==> src/core/ebc_pkg.sv <==
// Package for the external bus strobe and emulation control block.
// Assumes a single 25 MHz clock (40 ns) standing in for the oscillator.
package ebc_pkg;
    // Auxiliary register: printed offset is not word aligned, so it is an index
    localparam logic [11:0] EBC_AUX_IDX       = 12'h08e;
    localparam logic [11:0] EBC_AUX_ADDR      = 12'(EBC_AUX_IDX * 4);
    localparam int          EBC_BIT_SUPPRESS  = 0;
    localparam int          EBC_BIT_EXTERNAL_RAM_SELECT    = 1;
    localparam int          EBC_BIT_SIZE_LO   = 2;
    localparam int          EBC_BIT_SIZE_HI   = 3;
    localparam int          EBC_BIT_STRETCH   = 5;
    localparam logic        EBC_RST_SUPPRESS  = 1'b0;
    localparam logic        EBC_RST_STRETCH   = 1'b0;
    localparam logic [1:0]  EBC_RST_SIZE      = 2'h0;
    localparam logic        EBC_RST_EXTERNAL_RAM_SELECT    = 1'b0;
    // Latch strobe divider: 1/6 standard, 1/3 double speed
    localparam logic [4:0]  EBC_ALE_DIV_STD   = 5'h06;
    localparam logic [4:0]  EBC_ALE_DIV_X2    = 5'h03;
    // Read and write strobe lengths in clock periods
    localparam logic [4:0]  EBC_STB_SHORT     = 5'h06;
    localparam logic [4:0]  EBC_STB_LONG      = 5'h1e;
    // Expanded RAM size step in bytes
    localparam logic [10:0] EBC_RAM_STEP      = 11'h100;

    typedef enum logic [1:0] {
        EM_RUN   = 2'b00,
        EM_ARM   = 2'b01,
        EM_PLAIN = 2'b10,
        EM_EMUL  = 2'b11
    } ebc_emul_e;

    // Pin state controls; pu = weak pull-up, flt = float, run = oscillator on
    typedef struct packed {
        logic ale_pu;
        logic program_store_strobe_pu;
        logic p1_pu;
        logic p2_pu;
        logic p3_pu;
        logic p0_flt;
        logic twi_flt;
        logic osc_run;
    } ebc_pins_s;

    function automatic logic [10:0] ebc_ram_limit(input logic [1:0] size);
        ebc_ram_limit = 11'(EBC_RAM_STEP * ({9'h000, size} + 11'h001));
    endfunction
endpackage

==> src/core/ebc_ctrl.sv <==
// External bus strobe, expanded RAM mapping and emulation entry control.
// Assumes APB master, pins sampled on pclk, reset_pin is the device reset pin.
//
// Behaviour
// Emulation is requested by holding the latch strobe pin low during reset while program strobe is high.
// The latch strobe pin held low through reset release enters emulation instead of normal run.
// In emulation the latch, program strobe and ports 1-3 are pulled up, port 0 and two-wire pins float, oscillators run.
// Emulation ends only on an ordinary reset without the entry sequence.
// The latch strobe demultiplexes port 0 for external accesses and also runs during internal execution.
// With suppression clear the latch strobe runs freely at 1/6 of the clock, 1/3 in double speed.
// With suppression set the latch strobe appears only for data moves, code table reads and external fetches.
// While suppressed the latch pin is not driven and is weakly pulled high.
// The stretch bit sets read and write strobes to 6 clocks when clear and 30 when set.
// The two size bits select 256, 512, 768 or 1024 bytes of expanded RAM.
// The external select bit routes pointer data moves to internal RAM when clear, external when set.
// The external select bit is loaded from the security byte after power-up, internal by default.
// Reserved bits 7, 6 and 4 read as undefined and must not be written to one.
// The RAM configuration bit of the security byte inhibits the internal expanded RAM when programmed.
// Double speed runs six clocks per instruction cycle, setting the faster latch strobe rate.
// Reset loads stretch clear, size 00, suppression clear and the external select from the security byte.
//
// The APB interface to the registers was decided locally.
`timescale 1ns/1ps
module ebc_ctrl
    import ebc_pkg::*;
(
    input  wire logic        pclk,
    input  wire logic        presetn,
    input  wire logic [11:0] paddr,
    input  wire logic        psel,
    input  wire logic        penable,
    input  wire logic        pwrite,
    input  wire logic [31:0] pwdata,
    output logic      [31:0] prdata,
    output logic             pready,
    output logic             pslverr,
    input  wire logic        reset_pin,
    input  wire logic        latch_strobe_in,
    input  wire logic        program_store_strobe_in,
    input  wire logic        double_speed_mode,
    input  wire logic        security_ext_ram,
    input  wire logic        security_ram_inhibit,
    input  wire logic        xmove_req,
    input  wire logic        xmove_write,
    input  wire logic [15:0] xmove_addr,
    input  wire logic        code_table_read,
    input  wire logic        ext_fetch,
    output logic             latch_strobe,
    output logic             latch_strobe_oe,
    output logic             read_strobe_n,
    output logic             write_strobe_n,
    output logic             xmove_external,
    output logic             xmove_internal,
    output logic             emulation_active,
    output ebc_pins_s        pin_state
);
    ebc_emul_e   em_r;
    ebc_emul_e   em_nxt;
    logic        suppress_r;
    logic        stretch_r;
    logic [1:0]  ram_size_r;
    logic        external_ram_select_r;
    logic        hsb_loaded_r;
    logic        hold;
    logic        route_ext;
    logic        strobe_busy;
    logic        bus_req;
    logic        wr_en;
    logic [7:0]  aux_rd;
    logic [10:0] ram_limit;

    // Emulation entry sequence
    always_comb begin
        em_nxt = em_r;
        case (em_r)
            EM_RUN, EM_EMUL: begin
                if (reset_pin) begin
                    em_nxt = (!latch_strobe_in && program_store_strobe_in) ? EM_ARM : EM_PLAIN;
                end
            end
            EM_ARM: begin
                if (reset_pin) begin
                    em_nxt = latch_strobe_in ? EM_PLAIN : EM_ARM;
                end else begin
                    em_nxt = latch_strobe_in ? EM_RUN : EM_EMUL;
                end
            end
            EM_PLAIN: begin
                if (reset_pin) begin
                    em_nxt = (!latch_strobe_in && program_store_strobe_in) ? EM_ARM : EM_PLAIN;
                end else begin
                    em_nxt = EM_RUN;
                end
            end
            default: em_nxt = EM_RUN;
        endcase
    end

    always_ff @(posedge pclk or negedge presetn) begin
        if (!presetn) begin
            em_r <= EM_RUN;
        end else begin
            em_r <= em_nxt;
        end
    end

    // Counts the entry cycle too, so the latch pin is released as emulation starts
    assign hold = (em_nxt == EM_EMUL) || reset_pin;

    // Pin states; while the device is held in reset the latch pin is left to the outside
    always_ff @(posedge pclk or negedge presetn) begin
        if (!presetn) begin
            pin_state        <= '0;
            emulation_active <= 1'b0;
        end else begin
            emulation_active <= (em_nxt == EM_EMUL);
            pin_state.ale_pu  <= (em_nxt == EM_EMUL) || (suppress_r && !bus_req);
            pin_state.program_store_strobe_pu <= (em_nxt == EM_EMUL);
            pin_state.p1_pu   <= (em_nxt == EM_EMUL);
            pin_state.p2_pu   <= (em_nxt == EM_EMUL);
            pin_state.p3_pu   <= (em_nxt == EM_EMUL);
            pin_state.p0_flt  <= (em_nxt == EM_EMUL);
            pin_state.twi_flt <= (em_nxt == EM_EMUL);
            pin_state.osc_run <= 1'b1;
        end
    end

    // APB slave: one access cycle, no wait states
    assign wr_en = psel && penable && pready && pwrite && (paddr == EBC_AUX_ADDR);

    always_ff @(posedge pclk or negedge presetn) begin
        if (!presetn) begin
            pready  <= 1'b0;
            pslverr <= 1'b0;
            prdata  <= 32'h0000_0000;
        end else begin
            pready  <= psel && !penable;
            pslverr <= psel && !penable && (paddr != EBC_AUX_ADDR);
            if (psel && !penable && !pwrite && paddr == EBC_AUX_ADDR) begin
                prdata <= {24'h00_0000, aux_rd};
            end else begin
                prdata <= 32'h0000_0000;
            end
        end
    end

    // Reserved bits read as zero and ignore writes
    always_comb begin
        aux_rd                  = 8'h00;
        aux_rd[EBC_BIT_SUPPRESS] = suppress_r;
        aux_rd[EBC_BIT_EXTERNAL_RAM_SELECT]   = external_ram_select_r;
        aux_rd[EBC_BIT_SIZE_LO]  = ram_size_r[0];
        aux_rd[EBC_BIT_SIZE_HI]  = ram_size_r[1];
        aux_rd[EBC_BIT_STRETCH]  = stretch_r;
    end

    always_ff @(posedge pclk or negedge presetn) begin
        if (!presetn) begin
            suppress_r <= EBC_RST_SUPPRESS;
            stretch_r  <= EBC_RST_STRETCH;
            ram_size_r <= EBC_RST_SIZE;
        end else if (reset_pin) begin
            suppress_r <= EBC_RST_SUPPRESS;
            stretch_r  <= EBC_RST_STRETCH;
            ram_size_r <= EBC_RST_SIZE;
        end else if (wr_en) begin
            suppress_r <= pwdata[EBC_BIT_SUPPRESS];
            stretch_r  <= pwdata[EBC_BIT_STRETCH];
            ram_size_r <= {pwdata[EBC_BIT_SIZE_HI], pwdata[EBC_BIT_SIZE_LO]};
        end
    end

    // External select follows the security byte after power-up and each reset
    always_ff @(posedge pclk or negedge presetn) begin
        if (!presetn) begin
            external_ram_select_r     <= EBC_RST_EXTERNAL_RAM_SELECT;
            hsb_loaded_r <= 1'b0;
        end else if (!hsb_loaded_r || reset_pin) begin
            external_ram_select_r     <= security_ext_ram;
            hsb_loaded_r <= 1'b1;
        end else if (wr_en) begin
            external_ram_select_r <= pwdata[EBC_BIT_EXTERNAL_RAM_SELECT];
        end
    end

    // Data move routing
    assign ram_limit = ebc_ram_limit(ram_size_r);
    assign route_ext = external_ram_select_r || security_ram_inhibit || ({5'h00, xmove_addr[10:0]} != xmove_addr)
                       || (xmove_addr[10:0] >= ram_limit);

    always_ff @(posedge pclk or negedge presetn) begin
        if (!presetn) begin
            xmove_external <= 1'b0;
            xmove_internal <= 1'b0;
        end else begin
            xmove_external <= xmove_req && !hold && route_ext;
            xmove_internal <= xmove_req && !hold && !route_ext;
        end
    end

    assign bus_req = strobe_busy || (xmove_req && route_ext) || code_table_read || ext_fetch;

    ebc_strobe u_strobe (
        .pclk    (pclk),
        .presetn (presetn),
        .start   (xmove_req && !hold && route_ext),
        .write   (xmove_write),
        .stretch (stretch_r),
        .rd_n    (read_strobe_n),
        .wr_n    (write_strobe_n),
        .busy    (strobe_busy)
    );

    ebc_ale u_ale (
        .pclk         (pclk),
        .presetn      (presetn),
        .double_speed (double_speed_mode),
        .suppress     (suppress_r),
        .bus_req      (bus_req),
        .hold         (hold),
        .ale          (latch_strobe),
        .ale_oe       (latch_strobe_oe)
    );
endmodule

==> src/core/ebc_ale.sv <==
// Address-latch strobe generator with free-running and on-demand modes.
// Assumes pclk is the oscillator clock and bus_req marks external accesses.
`timescale 1ns/1ps
module ebc_ale
    import ebc_pkg::*;
(
    input  wire logic pclk,
    input  wire logic presetn,
    input  wire logic double_speed,
    input  wire logic suppress,
    input  wire logic bus_req,
    input  wire logic hold,
    output logic      ale,
    output logic      ale_oe
);
    logic [4:0] cnt_r;
    logic       tick;
    logic [4:0] div;

    assign div  = double_speed ? EBC_ALE_DIV_X2 : EBC_ALE_DIV_STD;
    assign tick = (cnt_r == 5'h00);

    always_ff @(posedge pclk or negedge presetn) begin
        if (!presetn) begin
            cnt_r <= 5'h00;
        end else if (tick || cnt_r >= div) begin
            cnt_r <= div - 5'h01;
        end else begin
            cnt_r <= cnt_r - 5'h01;
        end
    end

    always_ff @(posedge pclk or negedge presetn) begin
        if (!presetn) begin
            ale    <= 1'b0;
            ale_oe <= 1'b0;
        end else begin
            ale    <= tick && !hold && (!suppress || bus_req);
            ale_oe <= !hold && (!suppress || bus_req);
        end
    end
endmodule

==> src/core/ebc_strobe.sv <==
// Read and write strobe timer for external data moves.
// Assumes start is a one-cycle pulse and is ignored while busy.
`timescale 1ns/1ps
module ebc_strobe
    import ebc_pkg::*;
(
    input  wire logic pclk,
    input  wire logic presetn,
    input  wire logic start,
    input  wire logic write,
    input  wire logic stretch,
    output logic      rd_n,
    output logic      wr_n,
    output logic      busy
);
    logic [4:0] cnt_r;

    always_ff @(posedge pclk or negedge presetn) begin
        if (!presetn) begin
            cnt_r <= 5'h00;
            rd_n  <= 1'b1;
            wr_n  <= 1'b1;
            busy  <= 1'b0;
        end else if (start && !busy) begin
            cnt_r <= (stretch ? EBC_STB_LONG : EBC_STB_SHORT) - 5'h01;
            rd_n  <= write;
            wr_n  <= !write;
            busy  <= 1'b1;
        end else if (busy && cnt_r != 5'h00) begin
            cnt_r <= cnt_r - 5'h01;
        end else begin
            rd_n <= 1'b1;
            wr_n <= 1'b1;
            busy <= 1'b0;
        end
    end
endmodule

==> config.mk <==
export PLATFORM = sky130hd
export DESIGN_NAME = ebc_ctrl
export DESIGN_NICKNAME = d
export VERILOG_FILES = /design/src/core/ebc_pkg.sv /design/src/core/ebc_ctrl.sv /design/src/core/ebc_ale.sv /design/src/core/ebc_strobe.sv
export SDC_FILE = /design/constraint.sdc
export NUM_CORES = 1
export LEC_CHECK = 0
export ABC_AREA = 0
export BUFFER_PORTS_ARGS = -buffer_cell sky130_fd_sc_hd__buf_4
export CORE_MARGIN = 5
export CORE_UTILIZATION = 47
export DETAILED_ROUTE_END_ITERATION = 7
export PLACE_DENSITY = 0.85
export SYNTH_ARGS = -nofsm -noshare
export SYNTH_HDL_FRONTEND = slang
export SYNTH_HIERARCHICAL = 1
export SYNTH_SLANG_ARGS = --single-unit
==> constraint.sdc <==
create_clock -name pclk -period 4.5 [get_ports pclk]
set_clock_uncertainty 0.05 [all_clocks]
set_input_delay 0.45 -clock pclk [delete_from_list [all_inputs] [get_ports pclk]]
set_output_delay 0.45 -clock pclk [all_outputs]
set_load 0.05 [all_outputs]
; After elaboration in Yosys (flattened, before gate mapping)
; Index checks and enable logic that the tools add are counted.
[op_classes]
n_shift = 0
n_bitwise = 0
mux = 26
n_div = 0
addsub = 5
n_lt_le_gt_ge = 2
n_reduce_logical = 48
n_eq_ne = 7
multipliers = 0
[ops]
columns = op, n
row1 = 5-bit 2-to-1 mux, 4
row2 = "5-bit by 1-bit subtractor with 5-bit output, second input constant", 4
row3 = 1-bit logical AND, 19
row4 = 2-bit 2-to-1 mux, 8
row5 = "12-bit by 10-bit equality test with 1-bit output, second input constant", 1
row6 = "12-bit by 10-bit inequality test with 1-bit output, second input constant", 1
row7 = 11-bit >= comparator, 1
row8 = 1-bit logical OR, 11
row9 = 1-bit 2-to-1 mux, 11
row10 = 1-bit logical NOT, 10
row11 = 5-bit nonzero test, 2
row12 = "2-bit equality test, second input constant", 3
row13 = 6-bit 2-to-1 mux, 1
row14 = 2-bit case mux with 3 select lines, 1
row15 = 2-bit nonzero test, 3
row16 = 5-bit >= comparator, 1
row17 = 5-bit logical NOT, 1
row18 = "2-bit by 1-bit adder with 3-bit output, second input constant", 1
row19 = 3-bit 2-to-1 mux, 1
row20 = "2-bit by 1-bit equality test with 1-bit output, second input constant", 1
row21 = 2-bit logical NOT, 1
row22 = "2-bit by 1-bit inequality test with 1-bit output, second input constant", 1
row23 = 2-bit OR reduction, 1
[totals]
ramBits = 0
n_memories = 0
inputBits = 75
elab_cells = 109
output_inout_bits = 49
rom_bits = 0
ff_bits = 62
latch_bits = 0

; Logic depth before layout (Yosys ltp)
; Gate-level depths: netlist of the first run.
[depth]
word_depth = 12
mapped_depth = 13

; Cells and area by module
; The synthesis of the first run kept the hierarchy.
[modules_own_cells]
columns = module, area_each_um2, n_inst, cells_per_inst
row1 = ebc_ctrl, 1321.3, 1, 129
row2 = ebc_strobe, 410.4, 1, 41
row3 = ebc_ale, 349.1, 1, 30

; Worst setup path before layout of the first run
; OpenSTA, ideal clock, no wires.
[synth_path]
path_kind = reg2reg
start = register ram_size_r[0]
end = register u_strobe.cnt_r[4]
t_arrival_ps = 2683
path_buffers = 0
setup_slack_ps = 1685
setup_ps = 82
path_stages_with_launch = 14
period_less_slack_ps = 2815
path_cell_list = dfrtp_1 ha_1 inv_1 ha_1 nand4b_1 nor3_4 o21ai_2 nor2_1 nand2b_1 nand2_1 ha_1 nand4bb_1 or3_1 a31oi_1
[synth_between]
elab_chain_len = 6
elab_cells_between_ends = 7
[synth_lines]
columns = element, line
row1 = from (decl), ebc_ctrl.sv:61  ; logic [1:0] ram_size_r;
row2 = from (signal assigned), ebc_ctrl.sv:169  ; ram_size_r <= {pwdata[EBC_BIT_SIZE_HI], pwdata[EBC_BIT_SIZE_LO]};
row3 = 2-bit by 1-bit adder with 3-bit output (*), ebc_pkg.sv:45  ; ebc_ram_limit = 11'(EBC_RAM_STEP * ({9'h000, size} + 11'h001));
row4 = 11-bit >= comparator (*), ebc_ctrl.sv:189  ; || (xmove_addr[10:0] >= ram_limit);
row5 = 1-bit logical OR (*), ebc_ctrl.sv:189
row6 = 1-bit logical AND (*), ebc_ctrl.sv:206  ; .start (xmove_req && !hold && route_ext),
row7 = 1-bit logical AND (*), ebc_strobe.sv:24  ; end else if (start && !busy) begin
row8 = 5-bit 2-to-1 mux / 2-bit nonzero test (equally long branches), -
row9 = to (signal assigned), ebc_strobe.sv:25  ; cnt_r <= (stretch ? EBC_STB_LONG : EBC_STB_SHORT) - 5'h01;
row10 = to (signal assigned), ebc_strobe.sv:30  ; cnt_r <= cnt_r - 5'h01;
row11 = to (decl), ebc_strobe.sv:16  ; logic [4:0] cnt_r;
; Every way passes the cells marked *; elsewhere a longest branch is shown, timed or not.
; A chain may end at the register's enable or synchronous reset.

; Worst setup path after layout of the first run
; Ends and elaborated chain as after synthesis.

==> results.md, run 1 <==
* Wire length of the first global-routing pass at about 7.6 mm
* Placed instance area at 2520 um^2
* Levels on crit path at 13
* Setup violations, final at 0
* Power after layout at between 1000 and 1500 uW
* Final Instance Area at roughly 2600 um^2
* Buffers on Ports at slightly below 70
* Via count at 1609
* Setup repair after global routing missed its margin: no
* Avg Cell Area, Syn at between 10 and 15 um^2
* Synthesized flop and latch total at 35
* Leakage power summed over all cells at between 0.001 and 0.0015 uW
* R2r worst-path depth at 13
* Post-synthesis instance total at 200
* Detailed-route wire length at between 4 and 5 mm
* Simple-gate portion of the synthesized area at 0.209
* Multiplexer area fraction after synthesis at 0.0289
* Reg-to-Reg End: u_strobe/cnt_r[4]
* Most frequently used flop master after synthesis: sky130_fd_sc_hd__dfrtp_1
* Gate power share at 0.368
* Top area cells in the synthesized netlist: sky130_fd_sc_hd__dfrtp_1 (40%), sky130_fd_sc_hd__buf_4 (12%), sky130_fd_sc_hd__ha_1 (7.2%), sky130_fd_sc_hd__inv_1 (3.1%), sky130_fd_sc_hd__mux2i_1 (2.9%)
* Run status: completed
* Buffer depth of the longest clock path at 2
* Initial standard-cell utilization of the core at 0.481
* Maximum number of pins on one net before global-route repair at 36
* Final-report max-slew violation count at 0
* Time the final worst path needs with I/O delays and setup at about 3400 ps
* Most common cell type on the critical path: sky130_fd_sc_hd__ha_1
* Source-to-sink clock delay at the later pin of the worst-skew pair at 280 ps
* Register area share after synthesis at 0.422
* Class of the worst hold path: primary input to asynchronous set/reset pin
* Arr. time, crit path at 3510 ps
* Final routed DRC violation total at 0
* Required time reported for the critical path endpoint at 4650 ps
* Layout cells sized above 1 at 0.343
* Fraction of synthesized cell area in xor and xnor cells at 0.00421
* Power per cell area at 450 nW/um^2
* Yosys top cell area share at 0.397
* Net load switching power at between 400 and 500 uW
* Worst-Margin Slew at between 500 and 600 ps
* Clock transition at the registers of the reported paths at around 70 ps
* Maximum clock rate at a little under 300 MHz
* Die boundary height at roughly 77 um
* Top-level I/O count at around 120
* Die ar. at just under 6000 um^2
* Number of diodes added for antenna fixing at 0
* Clk network pwr share at 0.246
* Number of hold violations in the final report at 0
* Num rows at 24
* Average detailed-routed wire length per instance at 14.1 um
* Startpoint of the worst register-to-register path: ram_size_r[0]
* Switching share of power at 0.387
* Relative contribution of sequential cells to total power at 0.386
* Total congestion overflow after global routing at 0
* Peak supply drop at roughly 0.21 mV
* Antenna violations before repair at 0
* Crit path buf inv count at 1
* DRT iter0 DRCs at slightly above 80
* Core Box Area at between 4000 and 5000 um^2
* Setup crit start kind: register
* Post-CTS setup buffer count at 0
* Clock Sink Count at 35
* H-Tree Level Count at 2
* Vias in the first global route at approximately 1.7k
* Average via count per standard cell at 4.98
* Cell accounting for the most synthesized area: sky130_fd_sc_hd__dfrtp_1
* Count of instances resized after the clock tree is built at 0
* FFs w/ async S/R, synth at 1.00
* Ratio of final minimum period to clock period at 0.748
* Combinational family with the most area after synthesis: simple AND/OR/NAND/NOR gates
* Top Family by Delay on Critical Path: simple AND/OR/NAND/NOR gates
* Slowest library cell on the worst path: sky130_fd_sc_hd__nor2_1
* GRT Total Usage at 0.160
* Maximum cell stage delay along the critical path at about 440 ps
* Register-to-Register Setup Slack at roughly 1100 ps
* Total number of yosys warnings at 6
* Netlist cell types at 45
* Post-CTS Hold Buffers at 0
* Critical path peak fanout at 9
* Area Growth Syn to Fin at 26.6%
* Leading post-synthesis cells by instance count: sky130_fd_sc_hd__buf_4 (33), sky130_fd_sc_hd__dfrtp_1 (33), sky130_fd_sc_hd__inv_1 (17)
* DR pass1 iterations at 4
* EDFF count, synth at 0
* Final weighted congestion in routability-driven placement at a little under 0.9
* Internal Dissipation at a little over 700 uW
* Clock tree root driver cell: sky130_fd_sc_hd__clkbuf_8
* Setup TNS Final at 0 ps
* Type of the worst setup path: register to register
* TritonCTS buffer count at 5
* Syn Std Cell Area at 2080 um^2
* Hpwl dp at 3.73 mm
* Clock tree from TritonCTS: done
* Net total in the final layout at approximately 360
* Routed Antenna Nets at 0
* Adder-cell share of the synthesized area at 0.0722
* X dimension of the die at 76.5 um
* Worst setup EP type: register
* Relative max-transition margin at 0.634
* Maxcap violations at 0
* Post-synthesis compound-gate area fraction at 0.109
* Cell breakdown of the critical path: ha_1 -> inv_1 -> ha_1 -> nand4b_1 -> nor3_4 -> o21ai_2 -> nor2_1 -> nand2b_1 -> nand2_1 -> ha_1 -> nand4bb_1 -> or3_1 -> a31oi_1
-- worst register-to-register path: cells and delay by family (launching register included) --
kind            cells  cell delay (ps)
flops               1              410
simple gates        7             1720
buf+inv             1               40
compound gates      2              290
fa+ha+maj           3              760
-- how the worst max path moves through the flow --
| stage | startpoint | to | slack, ps |
|---|---|---|---|
| final | ram_size_r[0] | u_strobe/cnt_r[4] | 1140 |
| after CTS | ram_size_r[0] | u_strobe/cnt_r[4] | 1140 |
| after global placement | ram_size_r[0] | u_strobe/cnt_r[4] | 1300 |
| after detailed placement | ram_size_r[0] | u_strobe/cnt_r[4] | 1160 |
| after global routing | ram_size_r[0] | u_strobe/cnt_r[4] | 760 |
| after floorplan | ram_size_r[0] | u_strobe/cnt_r[4] | 1690 |
-- power by group through the flow --
stage | logic [uW] | registers, uW | clock network [uW]
detailed placement | 438 | 459 | 0
global placement | 420 | 454 | 0
global route | 483 | 467 | 315
floorplan | 311 | 486 | 0
CTS | 439 | 454 | 299
finish | 436 | 457 | 292
-- kinds of logic (layout without fill, tap and decap cells) --
family,after synthesis,count (layout)
buf+inv,50,94
flops,35,35
mux,6,6
xor+xnor,1,1
fa+ha+maj,12,12
other cells,3,30
simple gates,63,63
compound gates,30,30
-- sequential cells by signal, indices dropped and copies added (netlist names), 2 cells and up --
name / flops
pin_state: 3
em_r: 2
u_ale/cnt_r: 5
prdata: 5
ram_size_r: 2
u_strobe/cnt_r: 5
-- layout make-up --
type	instances	area, um^2
Inverter	17	63.8
Clock inverter	2	35.0
Tap cell	52	65.1
Multi-Input combinational cell	142	992
Timing Repair Buffer	69	518
Sequential cell	35	878
Clock buffer	6	82.6
Fill cell	380	1690
-- routing by layer --
layer  global-route usage  vias up  share of wire
met2                0.296       60           0.56
met5                    0        -              0
met3               0.0307        5          0.054
li1                     -      772              -
met4               0.0612        0          0.015
met1                0.178      772           0.37
-- through the flow --
| step | worst slack [ps] | hold WS (ps) | cells | util |
|---|---|---|---|---|
| floorplan | 1690 | 104 | 227 | - |
| global placement | 1300 | 369 | 315 | 0.582 |
| detailed placement | 1160 | 379 | 315 | 0.582 |
| CTS | 1140 | 71.2 | 323 | 0.609 |
| global route | 759 | 83.6 | 323 | 0.609 |
| finish | 1140 | 60.4 | 323 | 0.609 |
-- cells in the final DEF, fill, tap and decap left out, types with 3 or more instances in the layout --
master and n:
sky130_fd_sc_hd__nor4_1 3, sky130_fd_sc_hd__mux2i_1 6, sky130_fd_sc_hd__o31ai_1 3, sky130_fd_sc_hd__a31oi_1 4
sky130_fd_sc_hd__conb_1 30, sky130_fd_sc_hd__nor3_1 5, sky130_fd_sc_hd__nand3b_1 3, sky130_fd_sc_hd__nand2_1 7
sky130_fd_sc_hd__and2_1 4, sky130_fd_sc_hd__inv_1 17, sky130_fd_sc_hd__nor2_1 12, sky130_fd_sc_hd__buf_4 69
sky130_fd_sc_hd__a21oi_1 6, sky130_fd_sc_hd__dfrtp_1 33, sky130_fd_sc_hd__nand3_1 3, sky130_fd_sc_hd__nand2b_1 5
sky130_fd_sc_hd__ha_1 12, sky130_fd_sc_hd__o21ai_0 5, sky130_fd_sc_hd__clkbuf_8 6, sky130_fd_sc_hd__o21ai_1 3
(Power assumes the default switching activity.)
==> run 2: changes to the inputs <==
Settings changed: CORE_UTILIZATION 47 to 44, PLACE_DENSITY 0.85 to 0.8.
Clock period 4.5 ns to 3.3 ns, I/O delays scaled along.
==> run 2 against run 1 <==
Die area increased by 5.9%. Non-clock buffer count is 3 higher. Power up 28%. Wire length grew 0.18%. Flip-flop and latch count unchanged. Worst setup slack got worse by 680 ps. Final area is 0.33% lower. Hold slack improved by 130 ps. First-iteration DRC count is 22% lower. Global-route usage down 0.83 points. Sequential share of layout area up 0.11 points. Register-to-register slack got worse by 680 ps.
==> results.md, run 2 (synthesis gave the netlist of run 1 again) <==
* Clock tree root driver cell: sky130_fd_sc_hd__clkbuf_8
* Number of diodes added for antenna fixing at 0
* Maxcap violations at 0
* Most used cells in the layout excluding fill and tap cells: sky130_fd_sc_hd__buf_4 (71), sky130_fd_sc_hd__dfrtp_1 (33), sky130_fd_sc_hd__conb_1 (30)
* Core Box Area at between 4000 and 5000 um^2
* Type of the worst setup path: register to register
* Run status: completed
* Minimum setup slack in the final design at roughly 450 ps
* Maximum number of pins on one net before global-route repair at 36
* Class of the worst hold path: primary input to register
* Detailed-route wire length at about 4.6 mm
* Hold_sp: pwrite
* Layout cells sized above 1 at 0.339
* Critical path peak fanout at 8
* Initial standard-cell utilization of the core at 0.446
* Final weighted congestion in routability-driven placement at about 0.85
* Maximum clock rate at roughly 350 MHz
* Average via count per standard cell at roughly 4.8
* Setup repair after global routing missed its margin: no
* Setup crit start: ram_size_r[0]
* Vias in the first global route at ~1.6k
* Peak supply drop at between 0.2 and 0.3 mV
* Startpoint of the worst register-to-register path: ram_size_r[0]
* Commonest non-fill, non-tap cell in the layout: sky130_fd_sc_hd__buf_4
* Filler Cell Count at between 400 and 500
* Met1 Track Usage GR at 0.166
* Clock tree from TritonCTS: done
* Layer with the highest usage: met2
* Multi-input logic area at approximately 1000 um^2
* Buffer depth of the longest clock path at 2
* Pre-CTS setup slack at ~470 ps
* Register-to-Register Setup Slack at roughly 450 ps
* Final routed DRC violation total at 0
* TritonCTS buffer count at 5
* R2r worst-path depth at 13
* Total congestion overflow after global routing at 0
* DRT iter0 DRCs at 65
* Leakage power summed over all cells at roughly 0.0014 uW
* H-Tree Level Count at 2
* Count of instances resized after the clock tree is built at 0
* DR pass1 iterations at 4
* Relative max-transition margin at 0.660
* Time the final worst path needs with I/O delays and setup at 2850 ps
* Setup violations, final at 0
* Number of hold violations in the final report at 0
* Die boundary height at a little under 80 um
* Post-Place Cells at 319
* Setup TNS Final at 0 ps
* Area Growth Syn to Fin at 26.2%
* Top-level I/O count at 124
* Global routing met3 resource utilization at 0.0283
* Capture point of the critical path: u_strobe/cnt_r[4]
* Average detailed-routed wire length per instance at around 14 um
* Final-report max-slew violation count at 0
* Setup crit start kind: register
* Ratio of final minimum period to clock period at 0.862
* Num rows at 25
* Die ar. at ~6200 um^2
* Source-to-sink clock delay at the later pin of the worst-skew pair at roughly 270 ps
* Worst-Margin Slew at around 510 ps
* Buffers on Ports at 69
* Hpwl dp at 3.69 mm
* Power per cell area at approximately 580 nW/um^2
* Final Instance Count excl. Fillers at ~330
* Via count at around 1.6k
* Clock transition at the registers of the reported paths at 70 ps
* Required time reported for the critical path endpoint at 3450 ps
* Routed Antenna Nets at 0
* Reg-to-Reg End: u_strobe/cnt_r[4]
* Arr. time, crit path at 2990 ps
* Antenna violations before repair at 0
* Global-route met2 utilization at 0.285
* X dimension of the die at between 70 and 80 um
* Worst setup EP type: register
* Wire length of the first global-routing pass at between 7 and 8 mm
* Net total in the final layout at 360
* Clock Sink Count at 35
* GRT Total Usage at 0.152
* Largest regs: prdata (5), u_ale/cnt_r (5), u_strobe/cnt_r (5)
* FF/Latch Area at between 800 and 900 um^2
[run 2: cell type report]
cell class	instances	share of cell area
timing repair buffer	72	0.207
sequential	35	0.334
clock inverter	1	0.00191
multi-input combinational	142	0.378
tap	54	0.0257
clock buffer	7	0.0291
inverter	17	0.0243
[run 2: critical path, stage by stage (launching register included)]
cell and delay, ps:
sky130_fd_sc_hd__dfrtp_1 400, sky130_fd_sc_hd__ha_1 280, sky130_fd_sc_hd__inv_1 40, sky130_fd_sc_hd__ha_1 280
sky130_fd_sc_hd__nand3b_1 90, sky130_fd_sc_hd__nand4_1 140, sky130_fd_sc_hd__o21ai_2 230, sky130_fd_sc_hd__nor2_1 80
sky130_fd_sc_hd__buf_4 160, sky130_fd_sc_hd__a21oi_1 150, sky130_fd_sc_hd__ha_1 230, sky130_fd_sc_hd__nand4bb_1 140
sky130_fd_sc_hd__or3_1 320, sky130_fd_sc_hd__a31oi_1 160
[run 2: worst min path at each step]
| stage | slack [ps] | cells past startpoint | to |
|---|---|---|---|
| 6_report | 190 | 2 | prdata[2] |
| 5_1_grt | 190 | 2 | prdata[2] |
| 3_3_place_gp | 260 | 1 | prdata[1] |
| 3_5_place_dp | 260 | 1 | prdata[1] |
| 4_1_cts | 180 | 2 | prdata[2] |
| 2_1_floorplan | -20 | 0 | em_r[0] |
[run 2: metrics by stage]
step	power [uW]	area (um^2)	util	hold WS, ps
2_1_floorplan	1090	2180	-	-15.6
3_3_place_gp	1200	2530	0.544	257
3_5_place_dp	1220	2530	0.544	261
4_1_cts	1530	2630	0.563	183
5_1_grt	1620	2630	0.563	186
6_report	1510	2630	0.563	193
[run 2: routing by layer]
metal  vias up  wire, um
met3         7       278
met1       747      1700
met5         -         0
li1        781         -
met4         0        78
met2        50      2500
[run 2: power breakdown]
part | total, uW | internal (uW) | switching [uW] | leakage (uW)
registers | 624 | 521 | 103 | 0.000443
logic | 597 | 231 | 366 | 0.000879
clock network | 291 | 148 | 143 | 0.0000422
total | 1510 | 900 | 612 | 0.00136
[run 2: repair_timing]
action,in CTS,in global routing
buffers inserted,0,0
endpoints found under the hold margin,33,0
hold buffers,1,0
==> run 3: changes to the inputs <==
Settings changed: PLACE_DENSITY 0.8 to 0.81.
==> run 3 against run 2 <==
Critical path type unchanged. Fmax fell by 1.5%. Power rose by 5.2%. Worst setup slack got worse by 43 ps. Wire length decreased by 1.8%. Sequential share of layout area decreased by 0.32 points. Global-route usage down 0.47 points. Critical path depth stayed put. Die area unchanged.
==> results.md, run 3 (synthesis gave the netlist of run 1 again) <==
* Number of hold violations in the final report at 0
* Maximum number of pins on one net before global-route repair at 36
* Average via count per standard cell at between 4 and 5
* Setup violations, final at 0
* Setup repair after global routing missed its margin: no
* DR pass1 iterations at 4
* Leakage power summed over all cells at roughly 0.0014 uW
* Final Instance Area at roughly 2700 um^2
* Via count at roughly 1.6k
* Antenna violations before repair at 0
* Arr. time, crit path at between 3000 and 4000 ps
* Buffers on Ports at slightly below 70
* X dimension of the die at just under 80 um
* Post-Route Hold Slack at 186 ps
* Required time reported for the critical path endpoint at 3450 ps
* Crit path buf inv count at 2
* TritonCTS buffer count at 5
* Source-to-sink clock delay at the later pin of the worst-skew pair at roughly 290 ps
* Slowest library cell on the worst path: sky130_fd_sc_hd__dfrtp_1
* Buffer depth of the longest clock path at 2
* Minimum setup slack in the final design at ~410 ps
* Detailed-route wire length at approximately 4.5 mm
* Final routed DRC violation total at 0
* Final weighted congestion in routability-driven placement at approximately 0.86
* DRT iter0 DRCs at 88
* Vias in the first global route at around 1.6k
* Average detailed-routed wire length per instance at about 14 um
* Final-report max-slew violation count at 0
* FF/Latch Area at between 800 and 900 um^2
* GRT Total Usage at 0.147
* Commonest non-fill, non-tap cell in the layout: sky130_fd_sc_hd__buf_4
* Worst-Margin Slew at around 500 ps
* Net total in the final layout at 360
* Critical path peak fanout at 8
* Clock tree root driver cell: sky130_fd_sc_hd__clkbuf_8
* Levels on crit path at 13
* Relative max-transition margin at 0.658
* Count of instances resized after the clock tree is built at 0
* Type of the worst setup path: register to register
* Clock Sink Count at 35
* Initial standard-cell utilization of the core at 0.446
* Maxcap violations at 0
* Class of the worst hold path: primary input to register
* Pre-CTS setup slack at between 400 and 500 ps
* Number of diodes added for antenna fixing at 0
* Num rows at 25
* Die ar. at around 6200 um^2
* Maximum cell stage delay along the critical path at roughly 400 ps
* Worst setup EP type: register
* Wire length of the first global-routing pass at 7.17 mm
* Most common cell type on the critical path: sky130_fd_sc_hd__ha_1
* Cell breakdown of the critical path: ha_1 -> inv_1 -> ha_1 -> nand3b_1 -> nand4_1 -> o21ai_2 -> nor2_1 -> buf_4 -> a21oi_1 -> ha_1 -> nand4bb_1 -> or3_1 -> a31oi_1
* Largest regs: prdata (5), u_ale/cnt_r (5), u_strobe/cnt_r (5)
* R2r worst-path depth at 13
* H-Tree Level Count at 2
* Run status: completed
* Routed Antenna Nets at 0
* Most used cells in the layout excluding fill and tap cells: sky130_fd_sc_hd__buf_4 (71), sky130_fd_sc_hd__dfrtp_1 (33), sky130_fd_sc_hd__conb_1 (30)
* Filler Cell Count at 435
* Core Box Area at approximately 4700 um^2
* Clock tree from TritonCTS: done
* Peak supply drop at roughly 0.23 mV
* Setup TNS Final at 0 ps
* Number of instances on the worst hold path at 2
* Multi-input logic area at slightly below 1000 um^2
* Setup crit start kind: register
* Total congestion overflow after global routing at 0
* Placed instance area at 2530 um^2
* Die boundary height at between 70 and 80 um
* Top-level I/O count at roughly 120
* Top Family by Delay on Critical Path: adder cells
* Hpwl dp at ~3.7 mm
* Maximum clock rate at approximately 350 MHz
* Power per cell area at about 600 nW/um^2
* Area Growth Syn to Fin at 27.4%
* Layout cells sized above 1 at 0.339
* Clock transition at the registers of the reported paths at 60 ps
* Time the final worst path needs with I/O delays and setup at roughly 2900 ps
* Post-CTS setup buffer count at 0
* Ratio of final minimum period to clock period at 0.875
* Power after layout at approximately 1600 uW
==> run 3: cell count changes in the layout (fill, tap and decap cells not counted) <==
cell,delta
sky130_fd_sc_hd__bufinv_16,+1
sky130_fd_sc_hd__clkinv_2,-1
==> run 3: layout make-up <==
class	count	area share
Multi-Input combinational cell	142	0.374
Sequential cell	35	0.331
Timing Repair Buffer	72	0.205
Clock buffer	7	0.0288
Tap cell	54	0.0255
Inverter	17	0.0241
Clock inverter	1	0.0113
==> run 3: worst reg2reg max path, cell delays in order (launching register included) <==
cell,delay (ps)
sky130_fd_sc_hd__dfrtp_1,400
sky130_fd_sc_hd__ha_1,280
sky130_fd_sc_hd__inv_1,40
sky130_fd_sc_hd__ha_1,290
sky130_fd_sc_hd__nand3b_1,100
sky130_fd_sc_hd__nand4_1,140
sky130_fd_sc_hd__o21ai_2,250
sky130_fd_sc_hd__nor2_1,80
sky130_fd_sc_hd__buf_4,160
sky130_fd_sc_hd__a21oi_1,150
sky130_fd_sc_hd__ha_1,230
sky130_fd_sc_hd__nand4bb_1,130
sky130_fd_sc_hd__or3_1,330
sky130_fd_sc_hd__a31oi_1,180
==> run 3: worst paths after layout <==
path	start	end	slack [ps]
worst max-delay path	ram_size_r[0]	u_strobe/cnt_r[4]	410
worst min-delay path	pwrite	prdata[2]	190
worst max register to register	ram_size_r[0]	u_strobe/cnt_r[4]	410
worst min register to register	u_ale/cnt_r[4]	u_ale/ale	390
max in group asynchronous	presetn	u_strobe/wr_n	2380
min in group asynchronous	presetn	prdata[5]	470
==> run 3: power breakdown <==
group	switching, uW	internal [uW]	total (uW)
combinational	365	230	595
sequential	102	521	622
clock	148	226	374
total	615	976	1590
==> run 3: metal layers <==
| layer | share of wire | GRT usage | vias up |
|---|---|---|---|
| met2 | 0.55 | 0.280 | 53 |
| met4 | 0.015 | 0.0542 | 0 |
| met5 | 0 | 0 | - |
| met1 | 0.37 | 0.153 | 780 |
| met3 | 0.058 | 0.0374 | 7 |
| li1 | - | - | 775 |
==> run 3: stage by stage <==
step | utilization | std cells
global route | 0.569 | 328
CTS | 0.569 | 328
global placement | 0.544 | 319
detailed placement | 0.544 | 319
floorplan | - | 227
finish | 0.569 | 328
==> run 3: repair_timing <==
| item | CTS | global route |
|---|---|---|
| hold buffers | 1 | 0 |
| hold endpoints to repair | 33 | 0 |
| endpoints found under the setup margin | 0 | 0 |
